[config.mk]
export PLATFORM = sky130hd
export DESIGN_NAME = wdfs_watchdog
export DESIGN_NICKNAME = d
export VERILOG_FILES = /design/src/common/wdfs_pkg.sv /design/src/logic/wdfs_tick_div.sv /design/src/logic/wdfs_watchdog.sv
export SDC_FILE = /design/constraint.sdc
export NUM_CORES = 1
export LEC_CHECK = 0
export BUFFER_PORTS_ARGS = -buffer_cell sky130_fd_sc_hd__buf_2
export CAP_MARGIN = 0
export CORE_MARGIN = 2
export CORE_UTILIZATION = 40
export CTS_CLUSTER_DIAMETER = 120
export DETAILED_ROUTE_END_ITERATION = 7
export PLACE_DENSITY_LB_ADDON = 0.1
export RECOVER_POWER = 100
export SKIP_LAST_GASP = 1
export SLEW_MARGIN = 20
export SYNTH_ARGS = -nofsm -noshare
export SYNTH_HDL_FRONTEND = slang
export SYNTH_SLANG_ARGS = --single-unit
[constraint.sdc]
create_clock -name mclk_in -period 3.95 [get_ports mclk_in]
set_input_delay 0.1975 -clock mclk_in [delete_from_list [all_inputs] [get_ports mclk_in]]
set_output_delay 0.1975 -clock mclk_in [all_outputs]
set_load 0.005 [all_outputs]
[src/common/wdfs_pkg.sv]
/*
 Shared constants for the keyed-feed watchdog: register byte offsets,
 control field positions, reset values and feed keys.
 Assumes a 32-bit APB register bus with word-aligned registers.
*/
package wdfs_pkg;
	localparam logic [7:0] OFF_CONTROL      = 8'h00;
	localparam logic [7:0] OFF_AUTOLOAD     = 8'h04;
	localparam logic [7:0] OFF_FEED_FIRST   = 8'h08;
	localparam logic [7:0] OFF_FEED_SECOND  = 8'h0c;
	localparam logic [7:0] OFF_COUNT        = 8'h10;
	localparam logic [7:0] OFF_OTHER_ACCESS = 8'h14;
	localparam logic [7:0] OFF_TAP_SHADOW   = 8'h18;

	localparam int PRE_HI  = 7;
	localparam int PRE_LO  = 5;
	localparam int RUN_BIT = 2;
	localparam int TOF_BIT = 1;

	localparam int PRESCALE_W = 13;
	localparam int COUNT_W    = 8;
	localparam int TAP_BASE   = 4;

	localparam logic [2:0]  PRE_RESET    = 3'h7;
	localparam logic        RUN_RESET    = 1'b1;
	localparam logic [7:0]  AUTOLOAD_RST = 8'h00;
	localparam logic [7:0]  KEY_FIRST    = 8'ha5;
	localparam logic [7:0]  KEY_SECOND   = 8'h5a;
	localparam logic [12:0] PRESCALE_CLR = 13'h0000;
	localparam logic [7:0]  COUNT_ZERO   = 8'h00;
	localparam logic [31:0] READ_ZERO    = 32'h0000_0000;
	localparam int          RST_PULSE_CYCLES = 4;
	localparam logic [2:0]  RST_PULSE_LOAD   = 3'h4;
	localparam logic [2:0]  RST_PULSE_NONE   = 3'h0;
endpackage

[src/logic/wdfs_tick_div.sv]
/*
 Timer tick divider: turns the system clock into a one-cycle tick pulse.
 Assumes the timer tick rate is a fixed division of mclk_in.
*/
`timescale 1ns/100ps
module wdfs_tick_div #(
	parameter int DIV = 4
) (
	input  wire logic mclk_in,
	input  wire logic rstn_in,
	output logic      tick_out
);
	localparam int CW = $clog2(DIV) + 1;
	localparam logic [CW-1:0] LAST = CW'(DIV - 1);
	localparam logic [CW-1:0] ZERO = '0;
	localparam logic [CW-1:0] ONE  = CW'(1);

	logic [CW-1:0] cnt;

	always_ff @(posedge mclk_in)
	begin
		if (!rstn_in)
		begin
			cnt      <= ZERO;
			tick_out <= 1'b0;
		end
		else
		begin
			tick_out <= (cnt == LAST);
			cnt      <= (cnt == LAST) ? ZERO : cnt + ONE;
		end
	end
endmodule // wdfs_tick_div

[src/logic/wdfs_watchdog.sv]
/*
 Keyed-feed watchdog: 13-bit prescaler, 8-bit down counter, pending
 control settings applied by a two-write feed, and a reset request.
 Assumes an APB master; any access other than the second key between
 the two feed keys is reported by other_access_in or a bus access.
*/
// Local design decisions: register access over APB and the address map.
`timescale 1ns/100ps
// Summary of operation
// - watchdog runs after external reset
// - 13-bit prescaler feeds 8-bit down counter
// - counter steps on selected upper prescaler tap
// - prescaler counts shared timer tick clock
// - fastest step every 32 ticks
// - zero plus step gives underflow and reload
// - autoload 0..ffh, prescaler cleared on autoload
// - counter loaded only from autoload register
// - a5h then 5ah consecutive writes feed
// - other access between keys forces reset
// - wrong second key forces reset
// - control writes pend until valid feed
// - select code 0..7 divides 32..4096
// - reset values give running 4096-tick timeout
// - external reset initialises all watchdog state
// - external reset wins over coinciding underflow
// - zero control plus feed stops counting
// - underflow sets flag, keeps settings, resets
// - timeout flag readable, cleared by software
// - select bits 7..5, run 2, flag 1
module wdfs_watchdog #(
	parameter int TICK_DIV = 4
) (
	input  wire logic        mclk_in,
	input  wire logic        rstn_in,
	input  wire logic        psel_in,
	input  wire logic        penable_in,
	input  wire logic        pwrite_in,
	input  wire logic [7:0]  paddr_in,
	input  wire logic [31:0] pwdata_in,
	input  wire logic        other_access_in,
	output logic [31:0]      prdata_out,
	output logic             pready_out,
	output logic             pslverr_out,
	output logic             sys_reset_out,
	output logic             underflow_out
);
	logic [2:0]  pre_sel;
	logic        run;
	logic        tof;
	logic [2:0]  pend_pre;
	logic        pend_run;
	logic [7:0]  autoload;
	logic [12:0] prescale;
	logic [7:0]  count;
	logic        armed;
	logic        tick;
	logic        tap_prev;
	logic [2:0]  rst_cnt;

	wire logic acc  = psel_in && penable_in;
	wire logic wr   = acc && pwrite_in;
	wire logic rd   = acc && !pwrite_in;
	wire logic [7:0] wbyte = pwdata_in[7:0];

	function automatic logic hit(input logic [7:0] a, input logic [7:0] off);
		hit = (a == off);
	endfunction

	function automatic logic known(input logic [7:0] a);
		known = hit(a, wdfs_pkg::OFF_CONTROL) ||
			hit(a, wdfs_pkg::OFF_AUTOLOAD) ||
			hit(a, wdfs_pkg::OFF_FEED_FIRST) ||
			hit(a, wdfs_pkg::OFF_FEED_SECOND) ||
			hit(a, wdfs_pkg::OFF_COUNT);
	endfunction

	// code 0 gives one step per 32 ticks
	// each code step doubles the divisor
	// tap index for select code; code 0 is bit 4 so 32 ticks per step
	function automatic logic tap_of(input logic [12:0] p,
		input logic [2:0] sel);
		tap_of = p[wdfs_pkg::TAP_BASE + int'(sel)];
	endfunction

	wdfs_tick_div #(
		.DIV (TICK_DIV)
	) u_tick (
		.mclk_in  (mclk_in),
		.rstn_in  (rstn_in),
		.tick_out (tick)
	);

	wire logic feed_first_ok  = wr && hit(paddr_in, wdfs_pkg::OFF_FEED_FIRST)
		&& (wbyte == wdfs_pkg::KEY_FIRST);
	wire logic second_wr = wr && hit(paddr_in, wdfs_pkg::OFF_FEED_SECOND);
	wire logic feed_done = armed && second_wr
		&& (wbyte == wdfs_pkg::KEY_SECOND);
	wire logic bad_second = armed && second_wr
		&& (wbyte != wdfs_pkg::KEY_SECOND);
	wire logic intrude = armed && ((acc && !second_wr) || other_access_in);
	wire logic fault = bad_second || intrude;

	// divisor 32 uses bit 4 falling edges: each tap bit n falls every 2^(n+1) ticks
	wire logic tap_now = tap_of(prescale, pre_sel);
	wire logic step = run && tap_prev && !tap_now;
	wire logic uflow = step && (count == wdfs_pkg::COUNT_ZERO);
	wire logic autoload_ev = uflow || feed_done;

	// arm on exact first key, consume on next access
	always_ff @(posedge mclk_in)
	begin
		if (!rstn_in)
			armed <= 1'b0;
		else if (acc)
			// wrong first key leaves sequence idle
			armed <= feed_first_ok;
		else if (other_access_in)
			armed <= 1'b0;
	end

	always_ff @(posedge mclk_in)
	begin
		if (!rstn_in)
		begin
			pend_pre <= wdfs_pkg::PRE_RESET;
			pend_run <= wdfs_pkg::RUN_RESET;
		end
		else if (wr && hit(paddr_in, wdfs_pkg::OFF_CONTROL))
		begin
			pend_pre <= wbyte[wdfs_pkg::PRE_HI:wdfs_pkg::PRE_LO];
			pend_run <= wbyte[wdfs_pkg::RUN_BIT];
		end
	end

	// applied only by a valid feed
	// a cleared run bit stops the counter
	// run and top tap after reset
	// reset values give the 4096 divisor timeout
	always_ff @(posedge mclk_in)
	begin
		if (!rstn_in)
		begin
			pre_sel <= wdfs_pkg::PRE_RESET;
			run     <= wdfs_pkg::RUN_RESET;
		end
		else if (feed_done)
		begin
			pre_sel <= pend_pre;
			run     <= pend_run;
		end
	end

	always_ff @(posedge mclk_in)
	begin
		if (!rstn_in)
			autoload <= wdfs_pkg::AUTOLOAD_RST;
		else if (wr && hit(paddr_in, wdfs_pkg::OFF_AUTOLOAD))
			autoload <= wbyte;
	end

	// flag survives the watchdog reset, software write of 0 clears
	// external reset clears regardless of underflow
	always_ff @(posedge mclk_in)
	begin
		if (!rstn_in)
			tof <= 1'b0;
		else if (uflow)
			// set wins over a same-cycle clear
			tof <= 1'b1;
		else if (wr && hit(paddr_in, wdfs_pkg::OFF_CONTROL)
			&& !wbyte[wdfs_pkg::TOF_BIT])
			tof <= 1'b0;
	end

	always_ff @(posedge mclk_in)
	begin
		if (!rstn_in)
		begin
			prescale <= wdfs_pkg::PRESCALE_CLR;
			tap_prev <= 1'b0;
		end
		else if (autoload_ev)
		begin
			prescale <= wdfs_pkg::PRESCALE_CLR;
			tap_prev <= 1'b0;
		end
		else
		begin
			tap_prev <= tap_now;
			if (tick && run)
				prescale <= prescale + 13'h0001;
		end
	end

	// only autoload value ever loads the counter
	// reset performs an autoload of 00
	always_ff @(posedge mclk_in)
	begin
		if (!rstn_in)
			count <= wdfs_pkg::AUTOLOAD_RST;
		else if (autoload_ev)
			count <= autoload;
		else if (step)
			count <= count - 8'h01;
	end

	// underflow or feed fault requests a system reset pulse
	always_ff @(posedge mclk_in)
	begin
		if (!rstn_in)
		begin
			rst_cnt       <= wdfs_pkg::RST_PULSE_NONE;
			sys_reset_out <= 1'b0;
			underflow_out <= 1'b0;
		end
		else
		begin
			underflow_out <= uflow;
			if (uflow || fault)
				rst_cnt <= wdfs_pkg::RST_PULSE_LOAD;
			else if (rst_cnt != wdfs_pkg::RST_PULSE_NONE)
				rst_cnt <= rst_cnt - 3'h1;
			sys_reset_out <= uflow || fault
				|| (rst_cnt > 3'h1);
		end
	end

	// zero-wait slave; unmapped addresses answer with an error
	always_ff @(posedge mclk_in)
	begin
		if (!rstn_in)
		begin
			prdata_out  <= wdfs_pkg::READ_ZERO;
			pready_out  <= 1'b0;
			pslverr_out <= 1'b0;
		end
		else
		begin
			pready_out  <= psel_in && !penable_in;
			pslverr_out <= psel_in && !penable_in && !known(paddr_in);
			prdata_out  <= wdfs_pkg::READ_ZERO;
			if (psel_in && !penable_in && !pwrite_in)
			begin
				// select, run and flag bit positions
				if (hit(paddr_in, wdfs_pkg::OFF_CONTROL))
				begin
					prdata_out[wdfs_pkg::PRE_HI:wdfs_pkg::PRE_LO] <= pre_sel;
					prdata_out[wdfs_pkg::RUN_BIT] <= run;
					prdata_out[wdfs_pkg::TOF_BIT] <= tof;
				end
				else if (hit(paddr_in, wdfs_pkg::OFF_AUTOLOAD))
					prdata_out[7:0] <= autoload;
				else if (hit(paddr_in, wdfs_pkg::OFF_COUNT))
					prdata_out[7:0] <= count;
			end
		end
	end

	// underflow reloads the counter from autoload on the next cycle
	AST_UFLOW_ZERO: assert property (@(posedge mclk_in) disable iff (!rstn_in)
		uflow |=> (count == $past(autoload)))
		else $error("underflow did not reload counter");

	AST_RESET_ON_UFLOW: assert property (@(posedge mclk_in)
		disable iff (!rstn_in) uflow |=> sys_reset_out [*3])
		else $error("no reset pulse after underflow");

	AST_BAD_KEY: assert property (@(posedge mclk_in) disable iff (!rstn_in)
		bad_second |=> sys_reset_out)
		else $error("wrong second key gave no reset");

	AST_INTRUDE: assert property (@(posedge mclk_in) disable iff (!rstn_in)
		(armed && acc && !second_wr) |=> sys_reset_out)
		else $error("intervening access gave no reset");

	AST_PEND: assert property (@(posedge mclk_in) disable iff (!rstn_in)
		!feed_done |=> $stable(run) && $stable(pre_sel))
		else $error("control changed without feed");

	AST_FEED_APPLY: assert property (@(posedge mclk_in)
		disable iff (!rstn_in)
		feed_done |=> (run == $past(pend_run)) && (count == $past(autoload))
			&& (prescale == wdfs_pkg::PRESCALE_CLR))
		else $error("feed did not apply settings");

	AST_STOPPED: assert property (@(posedge mclk_in) disable iff (!rstn_in)
		!run |=> $stable(count) || $past(autoload_ev))
		else $error("counter moved while stopped");

	AST_ARM_KEY: assert property (@(posedge mclk_in) disable iff (!rstn_in)
		(wr && hit(paddr_in, wdfs_pkg::OFF_FEED_FIRST)
			&& wbyte != wdfs_pkg::KEY_FIRST) |=> !armed)
		else $error("wrong first key armed feed");

	AST_TOF_SET: assert property (@(posedge mclk_in) disable iff (!rstn_in)
		uflow |=> tof)
		else $error("timeout flag not set");

	AST_STEP_ONE: assert property (@(posedge mclk_in) disable iff (!rstn_in)
		(step && !autoload_ev) |=> count == $past(count) - 8'h01)
		else $error("counter step wrong");
endmodule // wdfs_watchdog

==> PnR_summary.wiki <==
{| class="wikitable"
! Metric !! Value
|-
| Outcome || finished with violations
|-
| Violations in the final reports || capacitance limit, slew limit
|-
| Area of all sequential standard cells || 0.001161 sq mm
|-
| Number of pins exceeding their max-slew limit in the final report || 20
|-
| Total iterations of the first detailed-routing run || 5
|-
| Endpoint required time on the critical path || 4.16 ns
|-
| Inserted Diodes || 0
|-
| All-layer global routing usage || 0.1745
|-
| Number of standard cells after synthesis || 335
|-
| Share of post-route cells with drive strength above 1 || 0.1253
|-
| Post-route insts no fill || 466
|-
| Share of flip-flops with an asynchronous set or reset after synthesis || 0
|-
| Cts repair resizes || 0
|-
| Number of flops mapped to enable cells by yosys || 0
|-
| Worst-case setup margin in the final layout || between 0.9 and 1 ns
|-
| Worst rel slew slack || -0.2210
|-
| Num ports || 82
|-
| Crit path arrival time || 3.25 ns
|-
| Final-layout fill cell count || 799
|-
| Detailed router's first-iteration violation count || 141
|-
| Top_reg_cell synth || sky130_fd_sc_hd__dfxtp_1
|-
| Startpoint kind of the worst setup timing path || input port
|-
| RD Place Congestion || 0.8271
|-
| P per Cell Area || 393.4 mW/mm^2
|-
| Start-to-end type of the worst setup path || in -> reg
|-
| Multi-input gate area || 0.001521 sq mm
|-
| Hold depth || 3
|-
| Crit Path Max Fanout || 9
|-
| Top cell type by total area after synthesis || sky130_fd_sc_hd__dfxtp_1
|-
| Reg clk slew, reported paths || around 0.07 ns
|-
| Largest stage delay on the critical path || 1.38 ns
|-
| WL final || 6825 microns
|-
| Clock root buffer || sky130_fd_sc_hd__clkbuf_8
|-
| Slew at the pin closest to its max-slew limit || 1.815 ns
|-
| Category of cells accounting for the largest share of critical-path delay || simple AND/OR/NAND/NOR gates
|-
| Initial core utilization || 0.4110
|-
| Cell chain of the critical path || buf_2 > or4_1 > nor4_1 > and4_1 > mux2i_1 > nor2_1
|-
| Uppermost signal routing layer after detailed routing || met4
|-
| Total non-filler cell area in the finished layout || 0.003193 sq mm
|-
| TritonCTS clock tree || done
|-
| Area after detailed placement || 0.003074 sq mm
|-
| Leakage power summed over all cells || around 0.0014 uW
|-
| Vertical die dimension || 90.10 microns
|-
| R2r worst-path depth || 6
|-
| WL met3 || 275 microns
|-
| Post-synthesis average cell area || 8.852 sq um
|-
| WP depth || 6
|-
| Number of hold-repair buffers added at the cts stage || 0
|-
| Total Die Area || 0.008118 sq mm
|-
| Cts bufs inserted || 9
|-
| Maximum clock path buffer count || 2
|-
| Sequential element share of the synthesized area || 0.3916
|-
| Cell with the largest stage delay on the worst path || sky130_fd_sc_hd__nor4_1
|-
| Final worst-path cycle share || 0.7705
|-
| Area Overhead vs Synth || 7.679%
|-
| Nets || around 420
|-
| Shortest clock period the worst path allows after layout || 3.044 ns
|-
| Synth warnings || 0
|-
| Clock latency on the worst-skew pair || 0.34 ns
|-
| DRT met1 WL || around 3100 microns
|-
| Total Neg Setup Slack || 0 ns
|-
| Pin count of the biggest net entering global routing || 29
|-
| Flop and latch count out of synthesis || 58
|-
| Number of buffer and inverter instances along the worst setup path || 1
|-
| Core Area || approximately 0.007 sq mm
|-
| Netlist Area Pre-Place || 0.002965 sq mm
|-
| Kind of end point of the critical path || flip-flop
|-
| Largest cells by area after synthesis || sky130_fd_sc_hd__dfxtp_1 39%, sky130_fd_sc_hd__mux2i_1 7.1%, sky130_fd_sc_hd__buf_4 6.6%
|-
| WL/cell || 14.65 microns
|-
| Via count of the first global-routing pass || 2185
|-
| First-pass GRT wire length || 11090 microns
|-
| Netlist cell types || 55
|-
| Number of routed nets with antenna violations || 0
|-
| Detailed Place HPWL || a little under 5000 microns
|-
| DP Cell Count || 451
|-
| Leading cell type by number of instances after synthesis || sky130_fd_sc_hd__dfxtp_1
|-
| Maximum VDD drop || 189.0 uV
|-
| RSZ-0062 raised after global routing || no
|-
| Final setup violation count || 0
|-
| Port Buffers || 33
|-
| Number of vias per cell after detailed routing || around 5
|-
| CTS H-Tree Depth || 3
|-
| Area share of the largest cell type after synthesis || 0.3916
|-
| Final hold violation count || 0
|-
| Hold Path Class || in -> reg
|-
| Setup slack at placement || 1.632 ns
|-
| Count of clock tree sinks || 58
|-
| FMAX || 328.6 MHz
|-
| Number of setup buffers added after CTS || 0
|-
| Number of antenna violations at the first check in global routing || 0
|-
| Clock skew || about 0.013 ns
|-
| Remaining routing DRC violations || 0
|-
| Met2 Routed Length || 3405 microns
|-
| Gr ovfl total || 0
|-
| Die outline width || 90.10 microns
|-
| Max capacitance violation total || 2
|-
| Vias after detailed routing || 2351
|-
| Most numerous cell types in the synthesized netlist || 58 x sky130_fd_sc_hd__dfxtp_1, 45 x sky130_fd_sc_hd__nor2_1, 31 x sky130_fd_sc_hd__nand2_1
|-
| Core Rows || 31
|}
## report_power, final
part,internal (uW),switching (uW)
Sequential,609,11.4
Clock,258,234
Combinational,65.1,79.4
Total,932,324
## state kept, by name, summed over array words and instances, names as in the netlist, 3 cells and up
signal	count
pre_sel	3
u_tick.cnt	3
prescale	12
autoload	8
rst_cnt	3
prdata_out	8
count	8
pend_pre	3
## logic make-up (layout without fill, tap and decap cells)
logic type               after synthesis  count (layout)  share of synthesized area
AND/OR/NAND/NOR                      141             141                     0.2515
flip-flops                            58              58                     0.3916
buffers and inverters                 54              63                     0.1101
AO/OA/AOI/OAI                         38              38                    0.09410
multiplexers                          23              23                    0.08228
XOR/XNOR                              12              12                    0.03544
adder cells (fa/ha/maj)                8               8                    0.03376
other                                  1              24                   0.001265
## cell type report
| type | instances | share of cell area |
|---|---|---|
| well taps | 99 | 0.03879 |
| clock inverters | 2 | 0.003918 |
| multi-input cells | 246 | 0.4765 |
| repair buffers | 34 | 0.05094 |
| inverters | 14 | 0.01646 |
| flip-flops and latches | 58 | 0.3636 |
| clock buffers | 13 | 0.04976 |
## per-layer routing
layer  vias to the layer above  GRT usage
met2                        43     0.2982
met4                         0    0.04615
li1                       1187          -
met5                         -          0
met3                         6    0.05281
met1                      1115     0.2136
## placed cells by master (no fill, tap or decap), types with 7 or more instances in the layout
| master | instances |
|---|---|
| sky130_fd_sc_hd__a22oi_1 | 8 |
| sky130_fd_sc_hd__buf_2 | 28 |
| sky130_fd_sc_hd__clkbuf_1 | 8 |
| sky130_fd_sc_hd__clkbuf_8 | 11 |
| sky130_fd_sc_hd__conb_1 | 24 |
| sky130_fd_sc_hd__dfxtp_1 | 58 |
| sky130_fd_sc_hd__ha_1 | 8 |
| sky130_fd_sc_hd__inv_1 | 14 |
| sky130_fd_sc_hd__mux2i_1 | 21 |
| sky130_fd_sc_hd__nand2_1 | 31 |
| sky130_fd_sc_hd__nand3_1 | 13 |
| sky130_fd_sc_hd__nand4_1 | 7 |
| sky130_fd_sc_hd__nor2_1 | 45 |
| sky130_fd_sc_hd__nor3_1 | 9 |
| sky130_fd_sc_hd__nor4_1 | 8 |
| sky130_fd_sc_hd__xnor2_1 | 8 |
## worst min-delay path: stages
cell                      delay, ns
sky130_fd_sc_hd__buf_2         0.12
sky130_fd_sc_hd__mux2i_1       0.07
sky130_fd_sc_hd__nand2_1       0.06
## worst paths after layout
check                      startpoint                       end  slack (ns)
max                       paddr_in[4]  autoload[0]$_SDFFE_PN0P_        0.91
min                      pwdata_in[7]  pend_pre[2]$_SDFFE_PN1N_        0.14
max reg2reg   pre_sel[0]$_SDFFE_PN1P_  prescale[1]$_SDFFE_PP0P_        1.14
min reg2reg  u_tick.cnt[0]$_SDFF_PP0_  u_tick.cnt[0]$_SDFF_PP0_        0.42
## stage by stage
stage / hold slack, ns / utilization / total power, uW
after floorplan: 0.3226 / - / 757.2
after global placement: 0.4128 / 0.4261 / 778.7
after detailed placement: 0.4107 / 0.4261 / 782.2
after CTS: 0.1215 / 0.4499 / 1279
after global routing: 0.1380 / 0.4426 / 1321
final: 0.1351 / 0.4426 / 1256
Power figures use the tool's default switching activity.
